[config.mk]
export PLATFORM = sky130hd
export DESIGN_NAME = uvf_fault_resp
export DESIGN_NICKNAME = d
export VERILOG_FILES = /design/src/shared/uvf_pkg.sv /design/src/hdl/uvf_tick_gen.sv /design/src/hdl/uvf_fault_resp.sv
export SDC_FILE = /design/constraint.sdc
export NUM_CORES = 1
export LEC_CHECK = 0
export BUFFER_PORTS_ARGS = -buffer_cell sky130_fd_sc_hd__buf_2
export CORE_MARGIN = 4
export CORE_UTILIZATION = 50
export CTS_CLUSTER_DIAMETER = 200
export DETAILED_ROUTE_END_ITERATION = 16
export GPL_TIMING_DRIVEN = 0
export PLACE_DENSITY_LB_ADDON = 0.1
export SYNTH_ARGS = -nofsm -noshare
export SYNTH_HDL_FRONTEND = slang
export SYNTH_SLANG_ARGS = --single-unit
[constraint.sdc]
create_clock -name clk_i -period 3.15 [get_ports clk_i]
set_input_delay 0.4725 -clock clk_i [delete_from_list [all_inputs] [get_ports clk_i]]
set_output_delay 0.4725 -clock clk_i [all_outputs]
set_load 0.1 [all_outputs]
[src/shared/uvf_pkg.sv]
package uvf_pkg;
	// Command codes of the two registers
	localparam logic [7:0] CMD_FAULT_RESP = 8'h45;
	localparam logic [7:0] CMD_TIME_UNIT = 8'hC8;
	// Field layout of the response byte
	localparam int RESP_MSB = 7;
	localparam int RESP_LSB = 6;
	localparam int RETRY_MSB = 5;
	localparam int RETRY_LSB = 3;
	localparam int DELAY_MSB = 2;
	localparam int DELAY_LSB = 0;
	// Response modes
	localparam logic [1:0] RESP_IGNORE = 2'h0;
	localparam logic [1:0] RESP_DELAY_RETRY = 2'h1;
	localparam logic [1:0] RESP_DISABLE_RETRY = 2'h2;
	localparam logic [1:0] RESP_HOLD_OFF = 2'h3;
	// Retry settings with special meaning
	localparam logic [2:0] RETRY_NONE = 3'h0;
	localparam logic [2:0] RETRY_FOREVER = 3'h7;
	// Reset values
	localparam logic [7:0] FAULT_RESP_RESET = 8'h80;
	localparam logic [15:0] TIME_UNIT_RESET = 16'h0001;
	// Timing: one base step of the time unit register
	localparam int CLK_PERIOD_NS = 50;
	localparam int BASE_STEP_NS = 1000;
	localparam int BASE_STEP_CYCLES = (BASE_STEP_NS + CLK_PERIOD_NS - 1) / CLK_PERIOD_NS;
	// Width of the delay timer: 2**7 units at most
	localparam int TIMER_W = 8;

	typedef enum logic [5:0] {
		UVF_RUN = 6'h01,
		UVF_DELAY = 6'h02,
		UVF_OFF_WAIT = 6'h04,
		UVF_RETRY = 6'h08,
		UVF_HOLD = 6'h10,
		UVF_LATCHED = 6'h20
	} uvf_state_e;
endpackage

[src/hdl/uvf_tick_gen.sv]
`timescale 1ns/1ps
module uvf_tick_gen #(
	parameter int UNIT_W = 16,
	parameter int BASE_CYCLES = uvf_pkg::BASE_STEP_CYCLES
) (
	input wire logic clk_i,
	input wire logic rst_i,
	input wire logic restart_i,
	input wire logic [UNIT_W-1:0] unit_i,
	output logic tick_o
);
	logic [15:0] pre_cnt;
	logic [UNIT_W-1:0] unit_cnt;
	logic base_pulse;
	logic [UNIT_W-1:0] unit_last;

	generate
		if (BASE_CYCLES < 1 || BASE_CYCLES > 65535 || UNIT_W < 1) begin : g_bad
			$error("uvf_tick_gen: unsupported parameters");
		end
	endgenerate

	assign base_pulse = (pre_cnt == 16'(BASE_CYCLES - 1));
	// A zero unit is served as one step, so the timer never stalls
	assign unit_last = (unit_i == '0) ? '0 : unit_i - UNIT_W'(1);

	always_ff @(posedge clk_i) begin
		if (rst_i || restart_i || base_pulse) begin
			pre_cnt <= 16'h0000;
		end else begin
			pre_cnt <= pre_cnt + 16'h0001;
		end
	end

	always_ff @(posedge clk_i) begin
		if (rst_i || restart_i) begin
			unit_cnt <= '0;
		end else if (base_pulse) begin
			unit_cnt <= (unit_cnt >= unit_last) ? '0 : unit_cnt + UNIT_W'(1);
		end
	end

	always_ff @(posedge clk_i) begin
		if (rst_i || restart_i) begin
			tick_o <= 1'b0;
		end else begin
			tick_o <= base_pulse && (unit_cnt >= unit_last); // [RULE13]
		end
	end
endmodule // uvf_tick_gen

[src/hdl/uvf_fault_resp.sv]
`timescale 1ns/1ps
// Summary of operation
// RULE1 - Response byte is written and read at command code 45h.
// RULE2 - Mode 00: output keeps running, fault ignored.
// RULE3 - Mode 01: run for the delay, then retry handling if fault remains.
// RULE4 - Mode 10: disable output at once, then retry handling.
// RULE5 - Mode 11: output off only while fault present, then back on.
// RULE6 - Latched fault cleared by bit clear, clear-all, reset, off-on, bias loss; the code has no bias-loss input.
// RULE7 - Retry 000: no restart, output stays off until cleared.
// RULE8 - Retry 1..6: that many attempts, then off until cleared.
// RULE9 - Attempt starts spaced by two to the delay field value times time unit.
// RULE10 - Retry 111: retry forever until off, reset, or another shutdown.
// RULE11 - Delay field selects two to the field value time units.
// RULE12 - One delay field serves both run delay and retry spacing.
// RULE13 - Time unit length comes from the register at command C8h.
// RULE14 - Attempt counter and timer reset on clear or off command; a shutdown or last failure in the clear cycle latches instead.
module uvf_fault_resp #(
	parameter int UNIT_W = 16,
	parameter int BASE_CYCLES = uvf_pkg::BASE_STEP_CYCLES
) (
	input wire logic clk_i,
	input wire logic rst_i,
	input wire logic cmd_wr_i,
	input wire logic cmd_rd_i,
	input wire logic [7:0] cmd_code_i,
	input wire logic [15:0] cmd_data_i,
	output logic [15:0] rd_data_o,
	output logic rd_valid_o,
	output logic rd_err_o,
	input wire logic fault_i,
	input wire logic on_cmd_i,
	input wire logic clear_bit_i,
	input wire logic clear_all_i,
	input wire logic ext_reset_i,
	input wire logic other_shutdown_i,
	output logic out_en_o,
	output logic latched_o,
	output logic [2:0] attempts_o,
	output logic [5:0] state_o
);
	logic [7:0] fault_resp;
	logic [UNIT_W-1:0] time_unit;
	uvf_pkg::uvf_state_e state;
	uvf_pkg::uvf_state_e next_state;
	logic [2:0] attempts;
	logic [uvf_pkg::TIMER_W-1:0] timer_cnt;
	logic [uvf_pkg::TIMER_W-1:0] timer_last;
	logic tick;
	logic t_done;
	logic timer_restart;
	logic clear_any;
	logic resp_wr;
	logic attempt_failed;
	logic [1:0] resp;
	logic [2:0] retry;
	logic [2:0] dly;

	generate
		if (UNIT_W < 1 || UNIT_W > 16) begin : g_bad
			$error("uvf_fault_resp: UNIT_W must be 1 to 16");
		end
	endgenerate

	function automatic logic [uvf_pkg::TIMER_W-1:0] units_last(input logic [2:0] f);
		logic [8:0] n;
		n = 9'h001 << f;
		return 8'(n - 9'h001); // [RULE11]
	endfunction

	assign resp = fault_resp[uvf_pkg::RESP_MSB:uvf_pkg::RESP_LSB];
	assign retry = fault_resp[uvf_pkg::RETRY_MSB:uvf_pkg::RETRY_LSB];
	assign dly = fault_resp[uvf_pkg::DELAY_MSB:uvf_pkg::DELAY_LSB];
	assign clear_any = clear_bit_i || clear_all_i || ext_reset_i; // [RULE6]
	assign resp_wr = cmd_wr_i && cmd_code_i == uvf_pkg::CMD_FAULT_RESP;
	assign timer_last = units_last(dly); // [RULE12]
	assign t_done = tick && (timer_cnt == timer_last);
	assign attempt_failed = (state == uvf_pkg::UVF_RETRY) && t_done && fault_i;

	// Register writes; unknown codes are ignored
	always_ff @(posedge clk_i) begin
		if (rst_i) begin
			fault_resp <= uvf_pkg::FAULT_RESP_RESET;
		end else if (resp_wr) begin
			fault_resp <= cmd_data_i[7:0]; // [RULE1]
		end
	end

	always_ff @(posedge clk_i) begin
		if (rst_i) begin
			time_unit <= UNIT_W'(uvf_pkg::TIME_UNIT_RESET);
		end else if (cmd_wr_i && cmd_code_i == uvf_pkg::CMD_TIME_UNIT) begin
			time_unit <= cmd_data_i[UNIT_W-1:0]; // [RULE13]
		end
	end

	// Register reads answer one cycle later
	always_ff @(posedge clk_i) begin
		if (rst_i) begin
			rd_data_o <= 16'h0000;
			rd_valid_o <= 1'b0;
			rd_err_o <= 1'b0;
		end else begin
			rd_valid_o <= cmd_rd_i;
			rd_err_o <= 1'b0;
			rd_data_o <= 16'h0000;
			if (cmd_rd_i) begin
				if (cmd_code_i == uvf_pkg::CMD_FAULT_RESP) begin
					rd_data_o <= {8'h00, fault_resp}; // [RULE1]
				end else if (cmd_code_i == uvf_pkg::CMD_TIME_UNIT) begin
					rd_data_o <= 16'(time_unit);
				end else begin
					rd_err_o <= 1'b1;
				end
			end
		end
	end

	// Restarting the unit divider too keeps every interval whole; a new delay field restarts it
	assign timer_restart = (next_state != state) || attempt_failed || !on_cmd_i || resp_wr; // [RULE14]

	uvf_tick_gen #(
		.UNIT_W(UNIT_W),
		.BASE_CYCLES(BASE_CYCLES)
	) u_tick (
		.clk_i(clk_i),
		.rst_i(rst_i),
		.restart_i(timer_restart),
		.unit_i(time_unit),
		.tick_o(tick)
	);

	always_ff @(posedge clk_i) begin
		if (rst_i || timer_restart) begin
			timer_cnt <= '0; // [RULE14]
		end else if (tick) begin
			timer_cnt <= t_done ? '0 : timer_cnt + 8'h01; // [RULE9]
		end
	end

	always_comb begin
		next_state = state;
		if (!on_cmd_i) begin
			next_state = uvf_pkg::UVF_RUN; // [RULE6]
		end else begin
			unique case (state)
				uvf_pkg::UVF_RUN: begin
					if (fault_i) begin
						unique case (resp)
							uvf_pkg::RESP_IGNORE: next_state = uvf_pkg::UVF_RUN; // [RULE2]
							uvf_pkg::RESP_DELAY_RETRY: next_state = uvf_pkg::UVF_DELAY; // [RULE3]
							uvf_pkg::RESP_DISABLE_RETRY: begin
								next_state = (retry == uvf_pkg::RETRY_NONE) ?
									uvf_pkg::UVF_LATCHED : uvf_pkg::UVF_OFF_WAIT; // [RULE4] [RULE7]
							end
							uvf_pkg::RESP_HOLD_OFF: next_state = uvf_pkg::UVF_HOLD; // [RULE5]
						endcase
					end
				end
				uvf_pkg::UVF_DELAY: begin
					if (!fault_i) begin
						next_state = uvf_pkg::UVF_RUN;
					end else if (t_done) begin
						next_state = (retry == uvf_pkg::RETRY_NONE) ?
							uvf_pkg::UVF_LATCHED : uvf_pkg::UVF_OFF_WAIT; // [RULE3] [RULE7]
					end
				end
				uvf_pkg::UVF_OFF_WAIT: begin
					if (other_shutdown_i) begin
						next_state = uvf_pkg::UVF_LATCHED; // [RULE10]
					end else if (clear_any) begin
						next_state = uvf_pkg::UVF_RUN; // [RULE6]
					end else if (t_done) begin
						next_state = uvf_pkg::UVF_RETRY; // [RULE9]
					end
				end
				uvf_pkg::UVF_RETRY: begin
					// A shutdown or last failure in the clear cycle wins over the clear
					if (other_shutdown_i) begin
						next_state = uvf_pkg::UVF_LATCHED; // [RULE10]
					end else if (t_done && fault_i && retry != uvf_pkg::RETRY_FOREVER && attempts + 3'h1 >= retry) begin
						next_state = uvf_pkg::UVF_LATCHED; // [RULE8]
					end else if (clear_any || (t_done && !fault_i)) begin
						next_state = uvf_pkg::UVF_RUN; // [RULE6]
					end
				end
				uvf_pkg::UVF_HOLD: begin
					if (!fault_i) begin
						next_state = uvf_pkg::UVF_RUN; // [RULE5]
					end
				end
				uvf_pkg::UVF_LATCHED: begin
					if (clear_any) begin
						next_state = uvf_pkg::UVF_RUN; // [RULE6]
					end
				end
				default: next_state = uvf_pkg::UVF_LATCHED;
			endcase
		end
	end

	always_ff @(posedge clk_i) begin
		if (rst_i) begin
			state <= uvf_pkg::UVF_RUN;
		end else begin
			state <= next_state;
		end
	end

	// Counts failed attempts; kept while latched for visibility
	always_ff @(posedge clk_i) begin
		if (rst_i || next_state == uvf_pkg::UVF_RUN) begin
			attempts <= 3'h0; // [RULE14]
		end else if (attempt_failed && attempts != uvf_pkg::RETRY_FOREVER) begin
			attempts <= attempts + 3'h1; // [RULE8] [RULE10]
		end
	end

	always_ff @(posedge clk_i) begin
		if (rst_i) begin
			out_en_o <= 1'b0;
			latched_o <= 1'b0;
		end else begin
			out_en_o <= on_cmd_i && (next_state == uvf_pkg::UVF_RUN || next_state == uvf_pkg::UVF_DELAY ||
				next_state == uvf_pkg::UVF_RETRY); // [RULE2] [RULE3] [RULE4]
			latched_o <= (next_state == uvf_pkg::UVF_LATCHED);
		end
	end

	assign attempts_o = attempts;
	assign state_o = state;
endmodule // uvf_fault_resp

---- Word level (Yosys, flattened, before mapping) ----
Cells that the tools add are included.
word-level totals
  input bits .............................. 34
  output and inout bits ................... 29
  word-level logic and storage cells ...... 97
  register bits ........................... 94
cells by class
  $lt $le $gt $ge ......................... 2
  shift operators ......................... 1
  bitwise logic cells ..................... 2
  reduce and logical (&&, ||, !) cells .... 31
  mux-type cells .......................... 21
  eq/ne operators ......................... 20
  add/subtract/negate cells ............... 6
operators with widths
  kind                                                                   number
  6-bit 2-to-1 mux                                                       13
  6-bit one-hot mux with 6 select lines                                  1
  16-bit by 1-bit adder with 16-bit output (second input constant)       2
  16-bit 2-to-1 mux                                                      2
  8-bit 2-to-1 mux                                                       3
  6-bit one-hot mux with 4 select lines                                  1
  16-bit by 5-bit == test with 1-bit output (second input constant)      1
  16-bit greater-or-equal comparator                                     1
  16-bit logical NOT                                                     1
  16-bit by 1-bit subtractor with 16-bit output (second input constant)  1
  6-bit by 1-bit == test with 1-bit output (second input constant)       2
  6-bit by 2-bit == test with 1-bit output (second input constant)       2
  6-bit by 4-bit == test with 1-bit output (second input constant)       2
  6-bit == test (second input constant)                                  2
  1-bit logical AND                                                      12
  1-bit logical OR                                                       11
  8-bit by 1-bit adder with 8-bit output (second input constant)         1
  8-bit by 7-bit == test with 1-bit output (second input constant)       1
  8-bit == test                                                          1
  8-bit == test (second input constant)                                  1
  1-bit by 3-bit << shifter with 8-bit output (first input constant)     1
  8-bit by 1-bit subtractor with 8-bit output (second input constant)    1
  6-bit by 3-bit == test with 1-bit output (second input constant)       1
  6-bit by 5-bit == test with 1-bit output (second input constant)       1
  14 further kinds                                                       18

---- Longest topological paths before layout ----
Gate-level depths: netlist of the first run.
  depth in word-level cells ............... 17
  depth in mapped cells ................... 16
  gate-level depth less buffers ........... 14

---- By module ----
From an unflattened synthesis of the first run, not the netlist that was laid out.
unflattened totals
  cells, all modules ...................... 617
  area total of the unflattened synthesis .. 5451.5 µm²
by module, submodules not included
  module          cells an instance  area an instance (µm²)  instances  seq. area each (µm²)
  uvf_fault_resp  352                3153.0                  1          1221.2
  uvf_tick_gen    265                2298.5                  1          660.6

---- Worst setup path after synthesis of the first run ----
No wires, ideal clock.
  path type ............................... reg2reg
  from .................................... reg time_unit[2]
  to ...................................... reg u_tick.unit_cnt[7]
  cell stages (with the launch flop) ...... 15
  data required time ...................... 3.085 ns
  clock period less this slack ............ 3.433 ns
  library setup time ...................... 0.065 ns
  arrival ................................. 3.368 ns
  buffers on the path ..................... 2
  setup slack ............................. -0.283 ns
  cells stage by stage .................... dfxtp_1 nor4_1 nand2_1 nor4_1 nand3_1 clkbuf_1 nand2_1 ha_1 a2111oi_0 nand2b_1 o21ai_0 a211o_1 nand4bb_1 clkbuf_1 nor2_1
on the way
  word-level cells in the longest chain between the ends .. 4
  elaborated cells between the ends (all ways) .. 5
  those cells by class .................... add/sub (1); order compare (1); mux (2); reduce/logical (1)
ends and longest elaborated chain
  element                                                                                     RTL line              text
  from (decl)                                                                                 uvf_fault_resp.sv:42  logic [UNIT_W-1:0] time_unit;
  from (signal assigned)                                                                      uvf_fault_resp.sv:90  time_unit <= UNIT_W'(uvf_pkg::TIME_UNIT_RESET);
  from (signal assigned)                                                                      uvf_fault_resp.sv:92  time_unit <= cmd_data_i[UNIT_W-1:0];
  16-bit by 1-bit subtractor with 16-bit output / 16-bit logical NOT (equally long branches)  uvf_tick_gen.sv:25    assign unit_last = (unit_i == '0) ? '0 : unit_i - UNIT_W'(1);
  16-bit 2-to-1 mux *                                                                         uvf_tick_gen.sv:25
  16-bit greater-or-equal comparator *                                                        uvf_tick_gen.sv:39    unit_cnt <= (unit_cnt >= unit_last) ? '0 : unit_cnt + UNIT_W'(1);
  16-bit 2-to-1 mux *                                                                         uvf_tick_gen.sv:39
  to (signal assigned)                                                                        uvf_tick_gen.sv:39
  to (decl)                                                                                   uvf_tick_gen.sv:13    logic [UNIT_W-1:0] unit_cnt;
Every way passes the cells marked *; elsewhere a longest branch is shown, timed or not.
A chain may end at the register's enable or synchronous reset.

---- Worst setup path after layout of the first run ----
  from .................................... reg time_unit[3]
  to ...................................... reg u_tick.unit_cnt[4]
Same word-level chain as after synthesis.

==> reports/results.env, run 1 <==
DESIGN_AREA_UM2=6000
CP_DATA_REQUIRED_TIME_NS=3.40
IO_PINS=63
MIN_PATH_TYPE='input port to register'
CLOCK_TREE.BUFFER_DEPTH=2
ANTENNA_VIOLATIONS_BEFORE_REPAIR=0
WORSTREG2REGEND='u_tick.unit_cnt[4]'
FINAL_SKEW_NS=0.00779
VIAS_PER_CELL=5.57
DIODES=0
WORST_SLEW_PIN_SLEW_NS=0.838
MAPPEDNETLISTNETS=649
WL_PER_CELL_UM=15.5
DRT.ANTENNA.VIOLATING_NETS=0
ROOT_BUFFER='sky130_fd_sc_hd__clkbuf_8'
DRT-TOTAL-WL_MM=12.5
GR-TOTAL-OVERFLOW=0
HOLD_DEPTH=3
POST-SYNTH-TOP-COUNT-CELL='sky130_fd_sc_hd__dfxtp_1'
MAX-SLEW-MARGIN-REL_PCT=43.6
POST_SYNTH_INSTANCE_AREA_UM2=5070
YOSYS.AREA.TOP_TYPE_SHARE_PCT=37.1
SETUP-VIOLATIONS-FINAL=0
NETLIST_TOP_CELLS_COUNT='sky130_fd_sc_hd__dfxtp_1, sky130_fd_sc_hd__nor2_1, sky130_fd_sc_hd__nand2_1, sky130_fd_sc_hd__xor2_1'
DIE_AREA_UM2=11800
RSZ0062_AT_GRT='true'
COUNT_OF_CLOCK_TREE_SINKS=94
CRITICAL_PATH.MAX_STAGE_DELAY_NS=0.37
WORSTSKEWPAIRLATENCY_NS=0.35
START_UTIL_PCT=51.7
FIRST_GLOBAL_VIAS=4315
TIMING.CRITICAL_PATH.FROM_TYPE='register'
REG2REG_SETUP_SLACK_NS=0.11
DETAIL_ROUTE.ITER0.VIOLATIONS=188
CP_MAX_FO=8
FINAL_MIN_PERIOD_OVER_CLOCK_PERIOD_PCT=96.4
DPL.CELL_COUNT=783
HP-START='cmd_data_i[12]'
ROUTED-VIA-COUNT=4507
TOTAL_LEAKAGE_POWER_nW=2.57
PATH_COMMON_CELL='sky130_fd_sc_hd__nor4_4'
SYNTHDOMINANTAREACELLTYPE='sky130_fd_sc_hd__dfxtp_1'
WORST_EP_ARRIVAL_TIME_NS=3.29
GP_CONGESTION=0.934
CP-END-KIND='register'
WORST-SETUP-PATH-TYPE='register to register'
FINAL_NETS=731
SYNTHESIZED_AREA_PER_CELL_UM2=8.60
VDD.IR_DROP.WORST_V=0.000239
ROUTE.DETAILED.DRC=0
CLK_PIN_SLEW_WORST_PATHS_NS=0.09
CLOCK_TREE_FROM_TRITONCTS='yes'
SYNTHTOLAYOUTAREAGROWTH_PCT=18.2
YS_FF_LATCH=94
HOLD_PATH_END='time_unit[12]'
FINAL_CELL_COUNT_NO_FILL=809
DRT_FIRST_PASS_ITERS=6
FIN_HOLD_WS_NS=0.363
CRIT_PATH_CELL_TRACE='nor4_4, nand2_2, nor4_4, nand2_1, or3_1, nor3_1, a21oi_1, ha_1, nor2b_1, a2111oi_2, a211o_2, nand4bb_1, buf_8, nor2_1'
SLOWEST_STAGE='sky130_fd_sc_hd__dfxtp_4'
MULTIINPUTGATEAREA_UM2=3180
SYNTH-WARNING-COUNT=0
GLOBAL_ROUTE_WIRE_LENGTH_BEFORE_REPAIR_MM=20.4
ACCUMULATED_NEGATIVE_SETUP_SLACK_NS=0
YOSYS-TOP-CELLS-AREA='sky130_fd_sc_hd__dfxtp_1, sky130_fd_sc_hd__ha_1, sky130_fd_sc_hd__mux2i_1'
SYNTH_CELLS=590
FINAL_LAYOUT_SIZE_SUFFIX_GT1_SHARE_PCT=21.4
SYNTH.LIB_CELLS_USED.DISTINCT=62
TOTAL_POWER_mW=2.11
MAXSLEWVIOLCOUNT=0
MAX_FREQ_MHz=329
FINAL_HOLD_VIOS=0
CELL_DEPTH_OF_THE_WORST_FLOP_TO_FLOP_PATH=14
MET3_USAGE_PCT=3.97
PORT_BUFFER_COUNT=60
PRE_CTS_SLACK_NS=-0.704
DIE_W_UM=109
AREA.SEQUENTIAL_UM2=1900
GROUTE.LAYER.MET1.USAGE_PCT=28.8
STATUS='completed'
FINAL_CORE_UTILIZATION_PCT=61.1
MET2_USAGE_PCT=35.4
CORE_UM2=9820
POWERDENSITY_nW_PER_UM2=351
POSTLAYOUTSETUPSLACKWORST_NS=0.112
PLACEDINSTANCEAREA_UM2=5570
GLOBALROUTETOTALUTIL_PCT=21.5
SYNTH_EDF_COUNT=0
YOSYSSEQAREASHARE_PCT=37.1
CHIPHEIGHT_UM=109
FILL_CELLS=931
H_TREE_LEVELS=3
NUMCTSBUFFERS=9
FINAL.MIN_CLOCK_PERIOD_NS=3.04
SYNTHFLOPTYPE='sky130_fd_sc_hd__dfxtp_1'
GRT_START_MAX_NET_PINS=16
MAXCAPVIOLCOUNT=0
DETAILEDPLACEMENTHPWL_MM=9.20
BUSIEST_LAYER='met2'
SYNTH-ASYNC-RESET-RATIO_PCT=0
FLOORPLAN.ROWS=36
CRITICAL_PATH.REG2REG.STARTPOINT='time_unit[3]'
==> worst max-delay path by stage <==
stage / startpoint / to / depth (start not counted)
final: time_unit[3] / u_tick.unit_cnt[4] / 14
after CTS: time_unit[5] / u_tick.unit_cnt[13] / 15
after global routing: time_unit[9] / u_tick.unit_cnt[2] / 12
after global placement: time_unit[2] / u_tick.unit_cnt[13] / 14
after detailed placement: time_unit[2] / u_tick.unit_cnt[13] / 14
after floorplan: time_unit[2] / u_tick.unit_cnt[7] / 14
==> cells in the final DEF (no fill, tap or decap), types with 6 or more instances in the layout <==
cell                       instances
sky130_fd_sc_hd__dfxtp_1          85
sky130_fd_sc_hd__nor2_1           70
sky130_fd_sc_hd__buf_2            67
sky130_fd_sc_hd__nand2_1          43
sky130_fd_sc_hd__xor2_1           30
sky130_fd_sc_hd__mux2i_1          29
sky130_fd_sc_hd__nor3_1           29
sky130_fd_sc_hd__nand3_1          26
sky130_fd_sc_hd__ha_1             24
sky130_fd_sc_hd__xnor2_1          19
sky130_fd_sc_hd__clkbuf_1         17
sky130_fd_sc_hd__inv_1            13
sky130_fd_sc_hd__and3_1           13
sky130_fd_sc_hd__o21ai_0          12
sky130_fd_sc_hd__nand4_1          12
sky130_fd_sc_hd__a21oi_1          11
sky130_fd_sc_hd__buf_4            11
sky130_fd_sc_hd__nand2b_1         10
sky130_fd_sc_hd__clkbuf_8         10
sky130_fd_sc_hd__and2_1            9
sky130_fd_sc_hd__nor2b_1           8
sky130_fd_sc_hd__a22o_1            8
sky130_fd_sc_hd__dfxtp_2           8
sky130_fd_sc_hd__nor4_1            7
sky130_fd_sc_hd__or3_1             6
==> final cells by class <==
| cell class | instances | area share [%] |
|---|---|---|
| clock inverters | 4 | 0.501 |
| flip-flops and latches | 94 | 31.6 |
| plain buffers | 28 | 2.52 |
| repair buffers | 71 | 6.38 |
| clock buffers | 11 | 2.36 |
| well taps | 133 | 2.77 |
| multi-input cells | 455 | 53.1 |
| inverters | 13 | 0.813 |
==> registers in the layout, summed over array words and instances (netlist names) <==
register         cells
attempts_o           3
fault_resp           8
latched_o            1
out_en_o             1
rd_data_o           16
rd_err_o             1
rd_valid_o           1
state_o              6
time_unit           16
timer_cnt            8
u_tick.pre_cnt      16
u_tick.tick_o        1
u_tick.unit_cnt     16
==> kinds of logic (layout without fill, tap and decap cells) <==
group / Yosys count / count (layout) / synth area share, %
AO/OA/AOI/OAI: 72 / 72 / 10.3
adder cells (fa/ha/maj): 25 / 25 / 6.16
flip-flops: 94 / 94 / 37.1
XOR/XNOR: 51 / 51 / 8.80
multiplexers: 29 / 29 / 5.72
buffers and inverters: 41 / 127 / 3.65
AND/OR/NAND/NOR: 278 / 278 / 28.3
==> where the power goes <==
group | leakage, nW | total [mW] | internal [mW] | switching (mW)
clock network | 0.0862 | 0.734 | 0.310 | 0.424
registers | 0.762 | 1.20 | 1.19 | 0.00398
logic | 1.72 | 0.177 | 0.0571 | 0.120
==> worst max-delay path: cells and delay by family, from the launching register on <==
family                   cells  cell delay, ns
AO/OA/AOI/OAI                3            0.48
adder cells (fa/ha/maj)      1            0.29
buffers and inverters        1            0.17
flip-flops                   1            0.37
AND/OR/NAND/NOR              9            1.62
==> repair_timing <==
action,CTS,global route
hold buffers,0,0
setup buffers,5,6
setup endpoints to repair,36,40
pin swaps,6,20
resized for setup,16,30
==> per-layer routing <==
layer | vias to the layer above | part of all wire, %
li1 | 2265 | -
met2 | 106 | 47
met1 | 2125 | 48
met5 | - | 0
met4 | 0 | 1.2
met3 | 11 | 4.2
(Power assumes the default switching activity.)
==> run 2, diff against run 1 <==
CORE_UTILIZATION = 53   (was 50)
==> run 2 against run 1 <==
Fmax shrank 3.5%. Combinational power is essentially flat. Critical path depth is the same. Critical path type unchanged. Utilization grew 3.5 points. Total power grew 0.13%. Non-clock buffer count grew 1. Worst setup slack lost 0.11 ns.
==> reports/results.env, run 2 (synthesis gave the netlist of run 1 again) <==
STATUS='completed'  # unchanged
CHIPHEIGHT_UM=106  # was 109 um
PRE_CTS_SLACK_NS=-0.744  # was -0.704 ns
CLK_PIN_SLEW_WORST_PATHS_NS=0.09  # about the same
START_UTIL_PCT=54.7  # was 51.7%
CP_MAX_FO=8  # unchanged
SETUP-VIOLATIONS-FINAL=0  # unchanged
RSZ0062_AT_GRT='true'  # unchanged
DRT.ANTENNA.VIOLATING_NETS=0  # unchanged
CORE_UM2=9280  # was 9820 um^2
ROUTED-VIA-COUNT=4555  # was 4507
WORSTSKEWPAIRLATENCY_NS=0.36  # was 0.35 ns
POWER.COMBINATIONAL.FRACTION_PCT=8.4  # about the same
FINAL.MIN_CLOCK_PERIOD_NS=3.15  # was 3.04 ns
FINAL_CELL_COUNT_NO_FILL=807  # was 809
GLOBALROUTETOTALUTIL_PCT=22.1  # was 21.5%
MOST_COMMON_LIBRARY_CELL_IN_THE_LAYOUT_IGNORING_FILL_AND_TAPS='sky130_fd_sc_hd__dfxtp_1'  # unchanged
WORST-SETUP-PATH-TYPE='register to register'  # unchanged
WORST_EP_ARRIVAL_TIME_NS=3.39  # was 3.29 ns
FINAL_NETS=732  # was 731
POWER.SHARE.CLOCK_PCT=34.9  # was 34.8%
TIMING.CRITICAL_PATH.FROM_TYPE='register'  # unchanged
MAX_FREQ_MHz=318  # was 329 MHz
DIE_W_UM=106  # was 109 um
FINAL_HOLD_VIOS=0  # unchanged
CTS_HOLD_BUFFERS=0  # unchanged
SYNTHTOLAYOUTAREAGROWTH_PCT=18.2  # about the same
DESIGN_AREA_UM2=6000  # about the same
MOSTFREQUENTLAYOUTCELLS='sky130_fd_sc_hd__dfxtp_1, sky130_fd_sc_hd__nor2_1, sky130_fd_sc_hd__buf_2, sky130_fd_sc_hd__nand2_1, sky130_fd_sc_hd__xor2_1'  # unchanged
H_TREE_LEVELS=3  # unchanged
NUMCTSBUFFERS=9  # unchanged
VIAS_PER_CELL=5.64  # was 5.57
DETAILEDPLACEMENTHPWL_MM=9.01  # was 9.20 mm
VDD.IR_DROP.WORST_V=0.000260  # was 0.000239 V
POSTLAYOUTSETUPSLACKWORST_NS=0.00154  # was 0.112 ns
ROUTE.DETAILED.DRC=0  # unchanged
PLACEDINSTANCEAREA_UM2=5570  # about the same
PORT_BUFFER_COUNT=60  # unchanged
GP_CONGESTION=0.913  # was 0.934
SWITCHINGPOWER_mW=0.550  # was 0.548 mW
FINAL_MIN_PERIOD_OVER_CLOCK_PERIOD_PCT=100  # was 96.4%
FLOORPLAN.ROWS=35  # was 36
CP-END-KIND='register'  # unchanged
MAXCAPVIOLCOUNT=0  # unchanged
TOTAL_LEAKAGE_POWER_nW=2.58  # was 2.57 nW
IO_PINS=63  # unchanged
MAXSLEWVIOLCOUNT=0  # unchanged
GR-TOTAL-OVERFLOW=0  # unchanged
DPL.CELL_COUNT=779  # was 783
FIN_HOLD_WS_NS=0.345  # was 0.363 ns
MAX-SLEW-MARGIN-REL_PCT=40.3  # was 43.6%
MIN_PATH_TYPE='input port to register'  # unchanged
COUNT_OF_CLOCK_TREE_SINKS=94  # unchanged
CLOCK_TREE_FROM_TRITONCTS='yes'  # unchanged
CP_DATA_REQUIRED_TIME_NS=3.39  # was 3.40 ns
WORST_SLEW_PIN_SLEW_NS=0.888  # was 0.838 ns
WL_PER_CELL_UM=15.2  # was 15.5 um
FINAL_LAYOUT_SIZE_SUFFIX_GT1_SHARE_PCT=21.2  # was 21.4%
FIRST_GLOBAL_VIAS=4290  # was 4315
DRT-TOTAL-WL_MM=12.3  # was 12.5 mm
P_INT_mW=1.56  # about the same
FILL_CELLS=824  # was 931
GRT_START_MAX_NET_PINS=16  # unchanged
DIODES=0  # unchanged
FINAL_CORE_UTILIZATION_PCT=64.6  # was 61.1%
GLOBAL_ROUTE_WIRE_LENGTH_BEFORE_REPAIR_MM=20.3  # was 20.4 mm
DRT_FIRST_PASS_ITERS=5  # was 6
REG2REG_SETUP_SLACK_NS=0.002  # was 0.11 ns
CLOCK_TREE.BUFFER_DEPTH=2  # unchanged
ROOT_BUFFER='sky130_fd_sc_hd__clkbuf_8'  # unchanged
DETAIL_ROUTE.ITER0.VIOLATIONS=194  # was 188
ACCUMULATED_NEGATIVE_SETUP_SLACK_NS=0  # unchanged
SEQPWRFRAC_PCT=56.6  # was 56.8%
DIE_AREA_UM2=11200  # was 11800 um^2
FINAL_SKEW_NS=0.0139  # was 0.00779 ns
ANTENNA_VIOLATIONS_BEFORE_REPAIR=0  # unchanged
POWERDENSITY_nW_PER_UM2=352  # was 351 nW/um^2
NETSWITCHINGFRACTION_PCT=26.1  # was 26.0%
TOTAL_POWER_mW=2.11  # about the same
[run 2: cell count changes in the layout (fill, tap and decap cells not counted), sizes merged]
cell,previous run,this run
clkinv,1,3
clkinvlp,1,0
buf,82,83
[run 2: layer usage]
metal | up-vias | share of wire [%] | global-route usage [%]
met5 | - | 0 | 0
met1 | 2165 | 47 | 29.6
li1 | 2264 | - | -
met4 | 0 | 1.4 | 6.29
met3 | 16 | 4.2 | 3.98
met2 | 110 | 47 | 36.6
[run 2: path summary, 6_finish.rpt]
| kind | startpoint | end | depth (start not counted) |
|---|---|---|---|
| worst min register to register | u_tick.pre_cnt[0] | u_tick.pre_cnt[0] | 1 |
| worst max register to register | time_unit[2] | u_tick.unit_cnt[0] | 14 |
| worst min-delay path | cmd_data_i[10] | time_unit[10] | 3 |
| worst max-delay path | time_unit[2] | u_tick.unit_cnt[0] | 14 |
[run 2: area by class of cell]
cell class                      instances  area (um^2)  area share (%)
Tap cell                              129          161            2.69
Clock inverter                          5         32.5           0.542
Multi-Input combinational cell        455         3180            52.9
Timing Repair Buffer                   72          390            6.51
Clock buffer                           11          141            2.36
Inverter                               13         48.8           0.813
Sequential cell                        94         1900            31.7
Buffer                                 28          151            2.52
[run 2: what timing repair did]
| item | CTS | global route |
|---|---|---|
| endpoints found under the hold margin | 0 | 0 |
| endpoints found under the setup margin | 36 | 41 |
| pin swaps | 7 | 19 |
| buffers inserted | 5 | 7 |
| gates resized for setup | 16 | 28 |
[run 2: power by group through the flow]
stage               combinational, mW  sequential (mW)  clock [mW]
floorplan                      0.0805             1.26           0
CTS                             0.171             1.20       0.754
finish                          0.177             1.20       0.738
global route                    0.190             1.20       0.801
detailed placement              0.167             1.23           0
global placement                0.166             1.22           0
[run 2: critical path, cell delays in order, from the launching register on]
cell and delay [ns]:
sky130_fd_sc_hd__dfxtp_4 0.37, sky130_fd_sc_hd__nor4_4 0.33, sky130_fd_sc_hd__nand2_2 0.12, sky130_fd_sc_hd__nor4_4 0.17, sky130_fd_sc_hd__nand2_1 0.12, sky130_fd_sc_hd__or3_4 0.42, sky130_fd_sc_hd__nor3_4 0.18, sky130_fd_sc_hd__a21oi_2 0.05
sky130_fd_sc_hd__ha_1 0.31, sky130_fd_sc_hd__nor2b_4 0.17, sky130_fd_sc_hd__a2111oi_4 0.05, sky130_fd_sc_hd__a211o_2 0.38, sky130_fd_sc_hd__nand4bb_1 0.14, sky130_fd_sc_hd__buf_8 0.17, sky130_fd_sc_hd__nor2_1 0.05
